**src/dcsl_defines.vh**
```
/*
 * register offsets, field positions, reset values and timing counts for
 * the detect/charge status latch bank.
 * assumes a 100 MHz system clock and a 32-bit axi4-lite register port.
 */
`ifndef DCSL_DEFINES_VH
`define DCSL_DEFINES_VH

// ==========================================================================
// register byte offsets
// ==========================================================================
`define DCSL_OFS_ID_EVENT      8'h01
`define DCSL_OFS_DET_EVENT     8'h02
`define DCSL_OFS_CHG_EVENT     8'h03
`define DCSL_OFS_ID_STATUS     8'h04
`define DCSL_OFS_DET_STATUS    8'h05
`define DCSL_OFS_CHG_STATUS    8'h06
`define DCSL_OFS_ID_MASK       8'h07
`define DCSL_OFS_DET_MASK      8'h08
`define DCSL_OFS_CHG_MASK      8'h09
`define DCSL_OFS_DET_CTRL      8'h0B

// ==========================================================================
// field positions
// ==========================================================================
`define DCSL_CHG_BATT_CHG      5
`define DCSL_CHG_ENBL_CHG      4
`define DCSL_CHG_TMR_CHG       3
`define DCSL_CHG_OVP_CHG       2
`define DCSL_CHG_PGOOD_CHG     1
`define DCSL_CHG_DONE_CHG      0
`define DCSL_ID_KOHM           7
`define DCSL_ID_FAULT          6
`define DCSL_ID_LOWRES         5
`define DCSL_DET_VIDEO_LOAD_REMOVED         7
`define DCSL_DET_VBUS          6
`define DCSL_DET_DATA_LINE_OVERVOLTAGE         5
`define DCSL_DET_CONTACT_TIMER_EXPIRED        4
`define DCSL_DET_RUN           3
`define DCSL_CTRL_VIDEO_LOAD_REMOVED_EN     1

// ==========================================================================
// reset values and encodings
// ==========================================================================
`define DCSL_MASK_RST          8'h00
`define DCSL_CTYPE_NONE        3'h0
`define DCSL_DEC_ERR           2'h3
`define DCSL_RESP_OK           2'h0

// ==========================================================================
// timing: contact detection timer, 2 s least time
// ==========================================================================
`define DCSL_DCD_TIME_MS       2000
`define DCSL_CLK_KHZ           100000
`define DCSL_DCD_CYCLES        (`DCSL_DCD_TIME_MS * `DCSL_CLK_KHZ)

`endif

```
**src/dcsl_status_latches.v**
```verilog
/*
 * detect/charge status latch bank: status, clear-on-read latches, masks,
 * active-low interrupt, axi4-lite port.
 * assumes async detector levels, one clock, sync active-high reset.
 */
`timescale 1ns/1ps
`default_nettype none
`include "dcsl_defines.vh"

module dcsl_status_latches #(
  parameter [31:0] DCD_CYCLES = `DCSL_DCD_CYCLES  // contact timer length in cycles
) (
  input  wire        clk_i,
  input  wire        reset_i,
  // axi4-lite slave
  input  wire [7:0]  s_axi_awaddr_i,
  input  wire        s_axi_awvalid_i,
  output wire        s_axi_awready_o,
  input  wire [31:0] s_axi_wdata_i,
  input  wire [3:0]  s_axi_wstrb_i,
  input  wire        s_axi_wvalid_i,
  output wire        s_axi_wready_o,
  output wire [1:0]  s_axi_bresp_o,
  output wire        s_axi_bvalid_o,
  input  wire        s_axi_bready_i,
  input  wire [7:0]  s_axi_araddr_i,
  input  wire        s_axi_arvalid_i,
  output wire        s_axi_arready_o,
  output wire [31:0] s_axi_rdata_o,
  output wire [1:0]  s_axi_rresp_o,
  output wire        s_axi_rvalid_o,
  input  wire        s_axi_rready_i,
  // charger detectors
  input  wire [1:0]  battery_presence_field_i,
  input  wire        charger_enabled_flag_i,
  input  wire        fast_charge_timer_expired_i,
  input  wire        bus_overvoltage_flag_i,
  input  wire        charger_power_good_i,
  input  wire        charge_done_i,
  // identification detectors
  input  wire        id_kilohm_detect_i,
  input  wire        id_convert_fault_i,
  input  wire        id_low_resistance_flag_i,
  input  wire [4:0]  id_result_i,
  // charger-type detectors
  input  wire        video_load_removed_i,
  input  wire        video_amp_active_i,
  input  wire        bus_voltage_detect_i,
  input  wire        data_line_overvoltage_i,
  input  wire        contact_timer_run_i,
  input  wire        detect_request_i,
  input  wire [2:0]  detected_type_i,
  // outputs
  output wire        detect_enable_o,
  output wire        irq_n_o
);

  // ========================================================================
  // input synchronisers
  // ========================================================================
  localparam SYNC_W = 24;
  wire [SYNC_W-1:0] raw_in;            // asynchronous detector levels
  reg  [SYNC_W-1:0] sync1_ff;          // first stage, read only by stage two
  reg  [SYNC_W-1:0] sync2_ff;          // stable copies

  assign raw_in = {battery_presence_field_i, charger_enabled_flag_i,
                   fast_charge_timer_expired_i, bus_overvoltage_flag_i,
                   charger_power_good_i, charge_done_i, id_kilohm_detect_i,
                   id_convert_fault_i, id_low_resistance_flag_i, id_result_i,
                   video_load_removed_i, video_amp_active_i,
                   bus_voltage_detect_i, data_line_overvoltage_i,
                   contact_timer_run_i, detect_request_i, detected_type_i};

  // two flops before any logic
  always @(posedge clk_i) begin
    if (reset_i) begin
      sync1_ff <= {SYNC_W{1'b0}};
      sync2_ff <= {SYNC_W{1'b0}};
    end else begin
      sync1_ff <= raw_in;
      sync2_ff <= sync1_ff;
    end
  end

  wire [1:0] s_batt   = sync2_ff[23:22];
  wire       s_enbl   = sync2_ff[21];
  wire       s_tmr    = sync2_ff[20];
  wire       s_ovp    = sync2_ff[19];
  wire       s_pgood  = sync2_ff[18];
  wire       s_done   = sync2_ff[17];
  wire       s_kohm   = sync2_ff[16];
  wire       s_fault  = sync2_ff[15];
  wire       s_lowres = sync2_ff[14];
  wire [4:0] s_result = sync2_ff[13:9];
  wire       s_video_load_removed  = sync2_ff[8];
  wire       s_vidamp = sync2_ff[7];
  wire       s_vbus   = sync2_ff[6];
  wire       s_data_line_overvoltage  = sync2_ff[5];
  wire       s_dcdrun = sync2_ff[4];
  wire       s_req    = sync2_ff[3];
  wire [2:0] s_type   = sync2_ff[2:0];

  // ========================================================================
  // software registers
  // ========================================================================
  reg [7:0] id_mask_ff;                // identification event mask
  reg [7:0] det_mask_ff;               // detection event mask
  reg [7:0] chg_mask_ff;               // charger event mask
  reg [7:0] det_ctrl_ff;               // video removal detect enable

  // ========================================================================
  // contact detection timer and detection machine
  // ========================================================================
  localparam ST_IDLE = 1'b0;           // machine idle
  localparam ST_RUN  = 1'b1;           // machine running
  reg        det_state_ff;             // detection machine state
  reg        nxt_det_state;
  reg [31:0] dcd_cnt_ff;               // counts while contact timer runs
  reg        dcd_exp_ff;               // timer has passed its least time
  reg [2:0]  ctype_ff;                 // latched charger type

  // data-line overvoltage only valid with bus voltage present
  wire data_line_overvoltage_q = s_data_line_overvoltage & s_vbus;

  // machine next state: overvoltage forces it off
  always @* begin
    nxt_det_state = det_state_ff;
    case (det_state_ff)
      ST_IDLE: begin
        if (s_req && !data_line_overvoltage_q && s_vbus) begin
          nxt_det_state = ST_RUN;
        end
      end
      ST_RUN: begin
        if (data_line_overvoltage_q || !s_req || !s_vbus) begin
          nxt_det_state = ST_IDLE;
        end
      end
      default: nxt_det_state = ST_IDLE;
    endcase
  end

  // state, timer and type capture
  always @(posedge clk_i) begin
    if (reset_i) begin
      det_state_ff <= ST_IDLE;
      dcd_cnt_ff   <= 32'h00000000;
      dcd_exp_ff   <= 1'b0;
      ctype_ff     <= `DCSL_CTYPE_NONE;
    end else begin
      det_state_ff <= nxt_det_state;
      if (!s_dcdrun) begin
        dcd_cnt_ff <= 32'h00000000;
        dcd_exp_ff <= 1'b0;
      end else if (dcd_cnt_ff >= DCD_CYCLES - 32'h00000001) begin
        dcd_exp_ff <= 1'b1;
      end else begin
        dcd_cnt_ff <= dcd_cnt_ff + 32'h00000001;
      end
      if (data_line_overvoltage_q) begin
        ctype_ff <= `DCSL_CTYPE_NONE;
      end else begin
        ctype_ff <= s_type;
      end
    end
  end

  // ========================================================================
  // live status words
  // ========================================================================
  wire video_load_removed_q = s_video_load_removed & det_ctrl_ff[`DCSL_CTRL_VIDEO_LOAD_REMOVED_EN] & s_vidamp;
  wire [7:0] id_status  = {s_kohm, s_fault, s_lowres, s_result};
  wire [7:0] det_status = {video_load_removed_q, s_vbus, data_line_overvoltage_q, dcd_exp_ff,
                           det_state_ff, ctype_ff};
  wire [7:0] chg_status = {1'b0, s_batt, s_enbl, s_tmr, s_ovp, s_pgood, s_done};

  reg  [7:0] id_prev_ff;               // last seen status values
  reg  [7:0] det_prev_ff;
  reg  [7:0] chg_prev_ff;
  reg  [7:0] id_evt_ff;                // change latches
  reg  [7:0] det_evt_ff;
  reg  [7:0] chg_evt_ff;

  // map a status change vector onto latch bit positions
  function [7:0] id_chg;
    input [7:0] d;
    begin
      id_chg = {4'h0, d[7], d[6], d[5], |d[4:0]};
    end
  endfunction

  function [7:0] det_chg;
    input [7:0] d;
    begin
      det_chg = {2'h0, d[7], d[6], d[5], d[4], d[3], |d[2:0]};
    end
  endfunction

  function [7:0] chg_chg;
    input [7:0] d;
    begin
      chg_chg = {2'h0, |d[6:5], d[4], d[3], d[2], d[1], d[0]};
    end
  endfunction

  wire [7:0] id_set  = id_chg(id_status ^ id_prev_ff);
  wire [7:0] det_set = det_chg(det_status ^ det_prev_ff);
  wire [7:0] chg_set = chg_chg(chg_status ^ chg_prev_ff);

  // ========================================================================
  // axi4-lite slave
  // ========================================================================
  reg        aw_ff;                    // write address held
  reg [7:0]  awaddr_ff;
  reg        w_ff;                     // write data held
  reg [31:0] wdata_ff;
  reg [3:0]  wstrb_ff;
  reg        bvalid_ff;
  reg [1:0]  bresp_ff;
  reg        rvalid_ff;
  reg [31:0] rdata_ff;
  reg [1:0]  rresp_ff;

  assign s_axi_awready_o = !aw_ff && !bvalid_ff;
  assign s_axi_wready_o  = !w_ff && !bvalid_ff;
  assign s_axi_arready_o = !rvalid_ff;
  assign s_axi_bvalid_o  = bvalid_ff;
  assign s_axi_bresp_o   = bresp_ff;
  assign s_axi_rvalid_o  = rvalid_ff;
  assign s_axi_rdata_o   = rdata_ff;
  assign s_axi_rresp_o   = rresp_ff;

  wire       rd_go = s_axi_arvalid_i && !rvalid_ff;
  wire       wr_go = aw_ff && w_ff && !bvalid_ff;
  wire [7:0] ra    = s_axi_araddr_i;
  wire       wr_ok = wrstb_map(awaddr_ff);

  // writable word decode
  function wrstb_map;
    input [7:0] a;
    begin
      wrstb_map = (a == `DCSL_OFS_ID_MASK) || (a == `DCSL_OFS_DET_MASK) ||
                  (a == `DCSL_OFS_CHG_MASK) || (a == `DCSL_OFS_DET_CTRL);
    end
  endfunction

  // clearing read strobes
  wire clr_id  = rd_go && (ra == `DCSL_OFS_ID_EVENT);
  wire clr_det = rd_go && (ra == `DCSL_OFS_DET_EVENT);
  wire clr_chg = rd_go && (ra == `DCSL_OFS_CHG_EVENT);

  // read mux
  reg [7:0] rd_byte;
  reg       rd_hit;
  always @* begin
    rd_hit  = 1'b1;
    rd_byte = 8'h00;
    case (ra)
      `DCSL_OFS_ID_EVENT:   rd_byte = id_evt_ff;
      `DCSL_OFS_DET_EVENT:  rd_byte = det_evt_ff;
      `DCSL_OFS_CHG_EVENT:  rd_byte = chg_evt_ff;
      `DCSL_OFS_ID_STATUS:  rd_byte = id_status;
      `DCSL_OFS_DET_STATUS: rd_byte = det_status;
      `DCSL_OFS_CHG_STATUS: rd_byte = chg_status;
      `DCSL_OFS_ID_MASK:    rd_byte = id_mask_ff;
      `DCSL_OFS_DET_MASK:   rd_byte = det_mask_ff;
      `DCSL_OFS_CHG_MASK:   rd_byte = chg_mask_ff;
      `DCSL_OFS_DET_CTRL:   rd_byte = det_ctrl_ff;
      default:              rd_hit  = 1'b0;
    endcase
  end

  // bus handshakes, mask writes, latches
  always @(posedge clk_i) begin
    if (reset_i) begin
      aw_ff       <= 1'b0;
      awaddr_ff   <= 8'h00;
      w_ff        <= 1'b0;
      wdata_ff    <= 32'h00000000;
      wstrb_ff    <= 4'h0;
      bvalid_ff   <= 1'b0;
      bresp_ff    <= `DCSL_RESP_OK;
      rvalid_ff   <= 1'b0;
      rdata_ff    <= 32'h00000000;
      rresp_ff    <= `DCSL_RESP_OK;
      id_mask_ff  <= `DCSL_MASK_RST;
      det_mask_ff <= `DCSL_MASK_RST;
      chg_mask_ff <= `DCSL_MASK_RST;
      det_ctrl_ff <= 8'h00;
      id_prev_ff  <= 8'h00;
      det_prev_ff <= 8'h00;
      chg_prev_ff <= 8'h00;
      id_evt_ff   <= 8'h00;
      det_evt_ff  <= 8'h00;
      chg_evt_ff  <= 8'h00;
    end else begin
      if (s_axi_awvalid_i && s_axi_awready_o) begin
        aw_ff     <= 1'b1;
        awaddr_ff <= s_axi_awaddr_i;
      end
      if (s_axi_wvalid_i && s_axi_wready_o) begin
        w_ff     <= 1'b1;
        wdata_ff <= s_axi_wdata_i;
        wstrb_ff <= s_axi_wstrb_i;
      end
      if (wr_go) begin
        aw_ff     <= 1'b0;
        w_ff      <= 1'b0;
        bvalid_ff <= 1'b1;
        bresp_ff  <= wr_ok ? `DCSL_RESP_OK : `DCSL_DEC_ERR;
        if (wstrb_ff[0]) begin
          case (awaddr_ff)
            `DCSL_OFS_ID_MASK:  id_mask_ff  <= {4'h0, wdata_ff[3:0]};
            `DCSL_OFS_DET_MASK: det_mask_ff <= {2'h0, wdata_ff[5:0]};
            `DCSL_OFS_CHG_MASK: chg_mask_ff <= {2'h0, wdata_ff[5:0]};
            `DCSL_OFS_DET_CTRL: det_ctrl_ff <= {6'h00, wdata_ff[1:0]};
            default:            bresp_ff    <= `DCSL_DEC_ERR;
          endcase
        end
      end else if (bvalid_ff && s_axi_bready_i) begin
        bvalid_ff <= 1'b0;
      end
      if (rd_go) begin
        rvalid_ff <= 1'b1;
        rdata_ff  <= {24'h000000, rd_byte};
        rresp_ff  <= rd_hit ? `DCSL_RESP_OK : `DCSL_DEC_ERR;
      end else if (rvalid_ff && s_axi_rready_i) begin
        rvalid_ff <= 1'b0;
      end
      id_prev_ff  <= id_status;
      det_prev_ff <= det_status;
      chg_prev_ff <= chg_status;
      // new changes win over a clearing read
      id_evt_ff  <= (clr_id  ? 8'h00 : id_evt_ff)  | id_set;
      det_evt_ff <= (clr_det ? 8'h00 : det_evt_ff) | det_set;
      chg_evt_ff <= (clr_chg ? 8'h00 : chg_evt_ff) | chg_set;
    end
  end

  // ========================================================================
  // outputs
  // ========================================================================
  reg irq_n_ff;                        // registered active-low interrupt
  always @(posedge clk_i) begin
    if (reset_i) begin
      irq_n_ff <= 1'b1;
    end else begin
      irq_n_ff <= ~(|(chg_evt_ff & chg_mask_ff) | |(id_evt_ff & id_mask_ff) |
                    |(det_evt_ff & det_mask_ff));
    end
  end

  assign irq_n_o         = irq_n_ff;
  assign detect_enable_o = det_state_ff;

endmodule // dcsl_status_latches
`default_nettype wire

```
**config.mk**
```make
export PLATFORM = sky130hd
export DESIGN_NAME = dcsl_status_latches
export DESIGN_NICKNAME = d
export VERILOG_FILES = /design/src/dcsl_status_latches.v
export VERILOG_INCLUDE_DIRS = /design/src
export SDC_FILE = /design/constraint.sdc
export NUM_CORES = 1
export LEC_CHECK = 0
export BUFFER_PORTS_ARGS = -buffer_cell sky130_fd_sc_hd__buf_2
export CAP_MARGIN = 20
export CORE_UTILIZATION = 30
export CTS_BUF_LIST = sky130_fd_sc_hd__clkbuf_16
export CTS_CLUSTER_SIZE = 16
export DETAILED_ROUTE_END_ITERATION = 8
export PLACE_DENSITY = 0.45
export SLEW_MARGIN = 25
export SYNTH_ARGS = -nofsm -noshare
export SYNTH_HDL_FRONTEND = slang
export SYNTH_SLANG_ARGS = --single-unit
```
**constraint.sdc**
```tcl
create_clock -name clk_i -period 2.55 [get_ports clk_i]
set_input_delay 0.255 -clock clk_i [delete_from_list [all_inputs] [get_ports clk_i]]
set_output_delay 0.255 -clock clk_i [all_outputs]
set_load 0.005 [all_outputs]
```
==> impl_results.md, run 1 <==
* Outcome: completed
* Starting Density at 30.76%
* Largest net degree at the start of global routing at 55
* Final setup viols at 0
* Final std cells w/o fill at ~1100
* Detailed router's first-iteration violation count at 330
* Initial antenna violation count at 0
* R2R cell count at 5
* RR Endpoint: dcd_cnt_ff[16]
* Sequential share of the synthesized area at between 40% and 50%
* Share of layout cells above drive strength 1 at approximately 17%
* # resized after CTS at 0
* Number of I/O port buffers at 72
* Worst Max-Slew Pin Slew at roughly 720 ps
* Antenna Cells at 0
* Cells after DPL at between 1000 and 1500
* CTS tree: done
* Reg2reg start: dcd_cnt_ff[31]
* Hold path startpoint: battery_presence_field_i[0]
* Die area at around 24000 um^2
* Max rail drop VDD at roughly 0.40 mV
* Post-layout minimum cycle time at 2100 ps
* RSZ-0062 raised after global routing: no
* Most common flop cell mapped by yosys: dfxtp_1
* Slew HR at 52.15%
* Routed vias/inst at between 4 and 5
* Max Clock Skew at between 10 and 15 ps
* Max Slew Vio Count at 0
* Final Cell Area at just over 8000 um^2
* Seq cells post-synth at about 170
* Final ANT Viol Nets at 0
* Critical Path AT at approximately 2400 ps
* Worst skew pair latency at between 400 and 500 ps
* First-pass GRT wire length at 26.79 mm
* Share of the synthesized area in the top cell type at between 40 and 50%
* Worst EP required at between 2000 and 3000 ps
* P_leak at about 3.3 nW
* Achievable Freq at about 480 MHz
* Area Overhead vs Synth at 17.43%
* Nets at between 900 and 1000
* Hold Path Depth at 2
* Synth area leader: dfxtp_1
* Final WL at about 16 mm
* Hold Path Class: input port to flip-flop
* CP Launch Type: flip-flop
* HPWL after detailed placement at 11.81 mm
* Total setup buffers inserted after CTS at 0
* Worst setup margin at between 400 and 500 ps
* Core Area at ~23000 um^2
* Post-synth ARST share at 0%
* Clock Sinks at between 150 and 200
* Vias in the first global route at 4904
* End of the worst hold path: sync1_ff[22]
* Gpl congestion at approximately 0.86
* Die Span Y at approximately 150 um
* Slowest stage delay, CP at slightly below 600 ps
* Root Driver: clkbuf_16
* Synth top area cells: dfxtp_1 49%, nor2b_1 6.6%, mux2i_1 4.9%
* Routed vias at around 5200
* Cell Rows at 55
* CTS Buf Count at 17
* Deepest clock path buffer count at 2
* GRT Residual Overflow at 0
* Final setup TNS at 0 ps
* DP Area at approximately 7600 um^2
* Die width at between 150 and 200 um
* Synth Cell Area at 6985 um^2
* CP Max Fanout at 9
* Max-capacitance violation count at 0
* Yosys warning count at 0
* DRC viols at 0
* Fin crit share at between 80% and 90%
* CP max-delay cell: or4_1
* IO Pins at 126
* Synth cell count leaders: 172 x dfxtp_1, 74 x nor2_1, 74 x nor2b_1
* Final core occ at roughly 36%
* Post-synthesis cell count at 748
* Cell variety after synth at 58
* Hold Vio Cnt, Final at 0
* CTS H-tree depth at 4
* Drt pass-1 iters at 5
* Crit Path Class: flip-flop to flip-flop
* Cell Chain, Critical Path: nor4_2, o311ai_2, or4_1, or3_1, a21oi_1
* Post-Place Setup Slack at 396.9 ps
* R2R Setup Slk at ~450 ps
* Most numerous cell in the Yosys netlist: dfxtp_1
* Syn_area_per_cell at 9.339 um^2
* Total GRT Usage at approximately 14%
* Pwr Density at just over 700 nW/um^2
* Setup crit end kind: flip-flop
* Hold_buf cts at 0
* Clock transition at path regs at around 70 ps
* Average wire per standard cell at around 15 um
* Number of flops mapped to enable cells by yosys at 0
## through the flow
stage | total power [mW] | hold WS [ps]
5_1_grt | 6.078 | 12.58
6_report | 5.809 | 30.40
3_3_place_gp | 3.218 | 414.4
2_1_floorplan | 3.114 | 341.6
3_5_place_dp | 3.219 | 415.1
4_1_cts | 5.912 | 14.04
## how the worst max path moves through the flow
stage | start | end | slack (ps) | cells after the start
floorplan | dcd_cnt_ff[9] | dcd_cnt_ff[18] | 620 | 5
global placement | dcd_cnt_ff[24] | dcd_cnt_ff[11] | 340 | 6
detailed placement | s_axi_araddr_i[5] | id_evt_ff[0] | 400 | 6
CTS | awaddr_ff[7] | chg_mask_ff[4] | 410 | 5
global route | awaddr_ff[7] | chg_mask_ff[2] | 210 | 5
finish | dcd_cnt_ff[31] | dcd_cnt_ff[16] | 450 | 5
## where the power goes
part / leakage [nW] / internal [mW] / switching, mW
logic: 1.57 / 0.142 / 0.176
registers: 1.40 / 2.77 / 0.0634
clock network: 0.288 / 1.48 / 1.18
total: 3.27 / 4.39 / 1.42
## worst max-delay path: cells and delay by family (launching register included)
family	cells	cell delay, ps
AOI/OAI and AO/OA	2	450
DFF	1	320
and+or+nand+nor	3	1250
## cells by family after synthesis
logic type | synth area share, %
simple gates | 23.79
flops | 49.29
compound gates | 11.98
buf+inv | 5.553
mux | 5.517
xor+xnor | 3.636
fa+ha+maj | 0.1791
other cells | 0.05368
## cell usage in the layout, fill, tap and decap left out, types with 7 or more instances in the layout
cell type,count
dfxtp_1,172
nor2_1,74
nor2b_1,74
buf_2,71
nand2_1,47
a21oi_1,43
mux2i_1,34
conb_1,24
buf_4,23
o21ai_0,21
nand3_1,17
clkbuf_16,17
xor2_1,16
nand4_1,14
or3_1,14
xnor2_1,13
and2_1,13
and3_1,10
a31oi_1,9
a22o_1,9
a22oi_1,8
or4_1,7
nand2b_1,7
## sequential cells by signal, summed over array words and instances (netlist names), 7 cells and up
name and flops:
dcd_cnt_ff 32, sync1_ff 24, sync2_ff 24, awaddr_ff 8, det_prev_ff 8, id_prev_ff 8
s_axi_rdata_o 8, chg_prev_ff 7
## layout make-up
cell class	instances	area, um^2
clock buffer	17	425.4
clock inverter	15	178.9
fill	2362	14510
inverter	6	22.52
multi-input combinational	526	3248
sequential	172	3443
tap	285	356.6
timing repair buffer	94	528.0
## routing by layer
metal	track usage [%]	up-vias	routed length [um]
li1	-	2692	-
met1	20.02	2408	8396
met2	21.85	123	7153
met3	4.231	10	715
met4	4.055	0	155
met5	0	-	0
No activity file was read; power rests on OpenSTA's default activity.
==> run 2: changes to the inputs <==
ABC_AREA = 1   (was unset)
clock period = 2.15 ns   (was 2.55 ns; I/O delays follow)
==> run 2 against run 1 <==
  * Global-route usage barely moved
  * Combinational power rose by 22%
  * Routed wire length rose by 7.5%
  * Final cell count rose by 31%
  * Synthesized cell count rose by 38%
  * Via count rose by 18%
  * Clock power rose by 12%
  * Highest routed layer unchanged
  * Register-to-register slack got worse by 90 ps
  * Total power rose by 16%
==> impl_results.md, run 2 <==
* Outcome: completed
* Pwr Density at between 700 and 800 nW/um^2
* Share of layout cells above drive strength 1 at a little under an eighth
* Final core occ at around 36%
* Achievable Freq at roughly 560 MHz
* Flip-flop count of the largest register after layout at 32
* Detailed router's first-iteration violation count at around 380
* First-pass GRT wire length at around 29 mm
* Hold Path Class: input port to flip-flop
* Commonest non-fill, non-tap cell in the layout: nand2_1
* Seq cells post-synth at about 170
* Final ANT Viol Nets at 0
* Largest registers: dcd_cnt_ff: 32 flops, sync1_ff: 24 flops, sync2_ff: 24 flops
* CTS H-tree depth at 4
* Setup crit end kind: flip-flop
* Core Area at roughly 24000 um^2
* Synth area leader: dfxtp_1
* R2R cell count at 10
* Routed vias/inst at 4.226
* Initial antenna violation count at 0
* Most frequent cells in the layout: 206 x nand2_1, 173 x nor2_1, 172 x dfxtp_1, 137 x inv_1, 78 x nand3_1
* GRT Residual Overflow at 0
* Worst setup margin at around 360 ps
* Starting Density at a little under a third
* Hold_buf cts at 24
* Yosys warning count at 0
* Deepest clock path buffer count at 2
* Average wire per standard cell at 12.09 um
* Final setup viols at 0
* HPWL after detailed placement at around 13 mm
* Most numerous cell in the Yosys netlist: nand2_1
* Final WL at 17.65 mm
* Final setup TNS at 0 ps
* Power, Total at about 6.7 mW
* Max-capacitance violation count at 0
* Post-layout minimum cycle time at about 1800 ps
* CP Max Fanout at 26
* Largest Register: dcd_cnt_ff
* Slew HR at between 60% and 70%
* Post-Place Setup Slack at between 300 and 400 ps
* Fillers at 2680
* Nets at between 1000 and 1500
* CTS tree: done
* Synth top area cells: dfxtp_1 46%, nand2_1 10%, nor2_1 8.8%
* Worst Max-Slew Pin Slew at between 500 and 600 ps
* Hold Path Depth at 3
* RSZ-0062 raised after global routing: no
* Cell variety after synth at between 40 and 50
* Synth cell count leaders: 206 x nand2_1, 173 x nor2_1, 172 x dfxtp_1
* Worst skew pair latency at about 430 ps
* Number of I/O port buffers at a little over 70
* Drt pass-1 iters at 4
* Hold Vio Cnt, Final at 0
* CTS Buf Count at 17
* Post-synth ARST share at 0%
* Most common flop cell mapped by yosys: dfxtp_1
* Antenna Cells at 0
* Total setup buffers inserted after CTS at 0
* Largest net degree at the start of global routing at 99
* CP Launch Type: flip-flop
* Syn_area_per_cell at approximately 7.2 um^2
* Die area at roughly 25000 um^2
* Die Span Y at 159.1 um
* Vias in the first global route at around 5800
* Sequential share of the synthesized area at approximately 46%
* Routed vias at ~6000
* Final Cell Area at between 8000 and 9000 um^2
* DP Area at between 8000 and 9000 um^2
* # resized after CTS at 0
* Area Overhead vs Synth at 19.04%
* Max Slew Vio Count at 0
* Share of the synthesized area in the top cell type at a little under half
* Die width at between 150 and 200 um
* Cell Rows at between 50 and 60
* Number of flops mapped to enable cells by yosys at 0
* Gpl congestion at around 0.85
* IO Pins at 126
* Synth Cell Area at 7406 um^2
* Critical Path AT at around 2100 ps
* Clock transition at path regs at 70 ps
* Crit Path Class: flip-flop to flip-flop
* Total GRT Usage at 14.50%
* Worst EP required at 2460 ps
* Fin crit share at between 80% and 90%
* Root Driver: clkbuf_16
* Max Clock Skew at 15.46 ps
* Clock Sinks at approximately 170
* Max rail drop VDD at 0.4203 mV
* DRC viols at 0
* Post-synthesis cell count at 1032
* P_leak at between 3 and 4 nW
run 2: logic make-up (layout without fill, tap and decap cells):
group | count (synthesis) | after routing | synth area share (%)
fa+ha+maj | 1 | 1 | 0.1689
compound gates | 130 | 130 | 9.360
xor+xnor | 37 | 37 | 4.376
other cells | 1 | 24 | 0.05064
flops | 172 | 172 | 46.49
simple gates | 491 | 491 | 27.67
buf+inv | 200 | 281 | 11.88
run 2: cell type report:
cell class,instances,area (um^2),area share (%)
sequential,172,3443,39.06
multi-input combinational,683,3169,35.95
timing repair buffer,107,710.7,8.061
inverter,142,535.5,6.074
clock buffer,17,425.4,4.825
tap,324,405.4,4.598
clock inverter,15,126.4,1.433
run 2: final timing paths:
| kind | startpoint | to | slack (ps) |
|---|---|---|---|
| setup / recovery | dcd_cnt_ff[0] | dcd_cnt_ff[1] | 360 |
| hold / removal | s_axi_wdata_i[5] | wdata_ff[5] | 50 |
| setup reg to reg | dcd_cnt_ff[0] | dcd_cnt_ff[1] | 360 |
| hold reg to reg | sync1_ff[0] | sync2_ff[0] | 400 |
run 2: routing by layer:
| metal | global-route usage, % | up-vias | part of all wire (%) |
|---|---|---|---|
| met5 | 0 | - | 0 |
| met4 | 4.677 | 0 | 0.91 |
| met3 | 2.761 | 10 | 3.1 |
| met2 | 21.73 | 101 | 43 |
| met1 | 20.81 | 2709 | 53 |
| li1 | - | 3350 | - |
run 2: metrics by stage:
stage,hold WS [ps],cells
floorplan,322.0,1055
global placement,394.6,1404
detailed placement,395.7,1404
CTS,24.20,1460
global route,40.66,1460
finish,45.89,1460
run 2: where the power goes:
group / internal, mW / total [mW] / switching, mW
clock network: 1.53 / 2.97 / 1.44
registers: 3.29 / 3.36 / 0.0698
logic: 0.163 / 0.387 / 0.224
run 2: worst max-delay path, stage by stage, from the launching register on:
cell and delay (ps):
dfxtp_1 380, ha_1 240, nand3_2 140, clkinv_1 110, nand2_2 90, o21ai_2 170
nand2_4 90, nand2_8 180, inv_4 130, nor2_1 100, nor2_1 50
==> run 3: changes to the inputs <==
clock period = 1.86 ns   (was 2.15 ns; I/O delays follow)
==> run 3 against run 2 <==
  * Largest power group unchanged
  * Global-route usage increased by 0.12 points
  * Total power increased by 18%
  * Die area unchanged
  * Largest cell class unchanged
  * Clock skew decreased by 7.1 ps
==> impl_results.md, run 3 (same netlist as run 2, synthesis figures left out) <==
* IO Pins at between 100 and 150
* Die area at approximately 25000 um^2
* Hold Path Class: input port to flip-flop
* Setup crit end kind: flip-flop
* Final ANT Viol Nets at 0
* Nets at 1227
* DRC viols at 0
* Clock transition at path regs at approximately 70 ps
* Area Overhead vs Synth at 21.90%
* CP Max Fanout at 14
* Number of I/O port buffers at slightly above 70
* Crit Path Class: flip-flop to flip-flop
* Total setup buffers inserted after CTS at 0
* GRT Residual Overflow at 0
* CP Buf/Inv Count at 2
* Fin crit share at roughly nine tenths
* CP most frequent cell: nand2_1
* Final setup TNS at 0 ps
* Routed vias at about 6300
* Clock Sinks at about 170
* P_leak at 3.807 nW
* Worst skew pair latency at ~430 ps
* Critical Path AT at about 2000 ps
* Root Driver: clkbuf_16
* Total GRT Usage at 14.62%
* Antenna Cells at 0
* Core Area at roughly 24000 um^2
* Hold Vio Cnt, Final at 0
* Fillers at between 2000 and 3000
* CP max-delay cell: dfxtp_2
* Post-layout minimum cycle time at around 1700 ps
* Detailed router's first-iteration violation count at 356
* CTS tree: done
* Vias in the first global route at approximately 5800
* Multi-input gate area at between 3000 and 4000 um^2
* Slowest stage delay, CP at 350 ps
* Cell Rows at 57
* Max rail drop VDD at ~0.47 mV
* Gpl congestion at 0.8902
* Most frequent cells in the layout: 206 x nand2_1, 172 x nor2_1, 170 x dfxtp_1, 138 x inv_1, 78 x nand3_1
* Final core occ at around 37%
* Largest Register: dcd_cnt_ff
* Crit-path leading delay family: simple AND/OR/NAND/NOR gates
* Achievable Freq at 596.8 MHz
* Max-capacitance violation count at 0
* Final setup viols at 0
* Max Clock Skew at ~8.3 ps
* Initial antenna violation count at 0
* Outcome: completed
* Starting Density at 30.54%
* Pwr Density at between 800 and 900 nW/um^2
* Max Slew Vio Count at 0
* Cell Chain, Critical Path: ha_2, nand3_2, clkinv_1, nand2_2, o21ai_2, nand2_4, buf_4, nand3_1, nand2_1, nand2_1, nor2_1
* Final WL at roughly 18 mm
* First-pass GRT wire length at 29.61 mm
* CTS H-tree depth at 4
* Drt pass-1 iters at 5
* Die Span Y at between 150 and 200 um
* Routed vias/inst at 4.239
* Flip-flop count of the largest register after layout at 32
* CP Launch Type: flip-flop
* HPWL after detailed placement at 13.06 mm
* Share of layout cells above drive strength 1 at roughly an eighth
* Worst EP required at 2180 ps
* Commonest non-fill, non-tap cell in the layout: nand2_1
* Average wire per standard cell at between 10 and 15 um
* Deepest clock path buffer count at 2
* RSZ-0062 raised after global routing: no
* Die width at around 160 um
* Register area at 3446 um^2
* CTS Buf Count at 17
* Largest registers: dcd_cnt_ff: 32 flops, sync1_ff: 24 flops, sync2_ff: 24 flops
* Largest net degree at the start of global routing at 99
[run 3: cell types whose count changed in the layout (fill, tap and decap cells not counted), sizes merged]
cell	before	now
bufinv	0	2
buf	83	98
clkinvlp	1	4
inv	149	144
dlygate4sd3	24	29
[run 3: final timing paths]
check              startpoint        endpoint  slack [ps]  depth (start not counted)
max             dcd_cnt_ff[0]  dcd_cnt_ff[20]         180                         11
min          s_axi_wdata_i[3]     wdata_ff[3]          20                          3
max reg2reg     dcd_cnt_ff[0]  dcd_cnt_ff[20]         180                         11
min reg2reg       sync1_ff[9]     sync2_ff[9]         400                          2
[run 3: cell type report]
type                    instances  area share [%]
inverters                     142           5.932
clock inverters                15           1.857
multi-input cells             683           35.16
clock buffers                  17           4.712
flip-flops and latches        172           38.17
well taps                     324           4.491
repair buffers                127           9.674
[run 3: per-stage QoR]
step	std cells	hold WS [ps]	setup WS, ps	area (um^2)	total power, mW
2_1_floorplan	1055	293.0	287.7	7492	4.257
3_3_place_gp	1419	386.8	159.7	8137	4.397
3_5_place_dp	1419	392.9	137.3	8137	4.399
4_1_cts	1480	4.656	113.7	9020	8.066
5_1_grt	1480	27.61	25.96	9027	8.330
6_report	1480	23.73	184.3	9027	7.928
[run 3: per-layer routing]
layer / GRT usage, % / vias up / wire length, um / share of wire, %
met5: 0 / - / 0 / 0
met4: 4.414 / 0 / 246 / 1.4
met3: 2.917 / 17 / 579 / 3.3
met2: 21.91 / 100 / 7469 / 42
met1: 21.01 / 2762 / 9422 / 53
li1: - / 3395 / - / -
[run 3: power by group]
part | switching [mW] | internal (mW)
combinational | 0.262 | 0.200
clock | 1.57 | 2.01
sequential | 0.0819 | 3.81
total | 1.91 | 6.02
[run 3: worst register-to-register path, stage by stage (launching register included)]
cell and delay, ps:
dfxtp_2 350, ha_2 210, nand3_2 120, clkinv_1 100, nand2_2 80, o21ai_2 170
nand2_4 90, buf_4 190, nand3_1 100, nand2_1 60, nand2_1 50, nor2_1 40
[run 3: what timing repair did]
| item | CTS | global route |
|---|---|---|
| hold buffers | 29 | 0 |
| setup endpoints to repair | 0 | 13 |
| hold endpoints to repair | 29 | 0 |
| resized for setup | 0 | 4 |
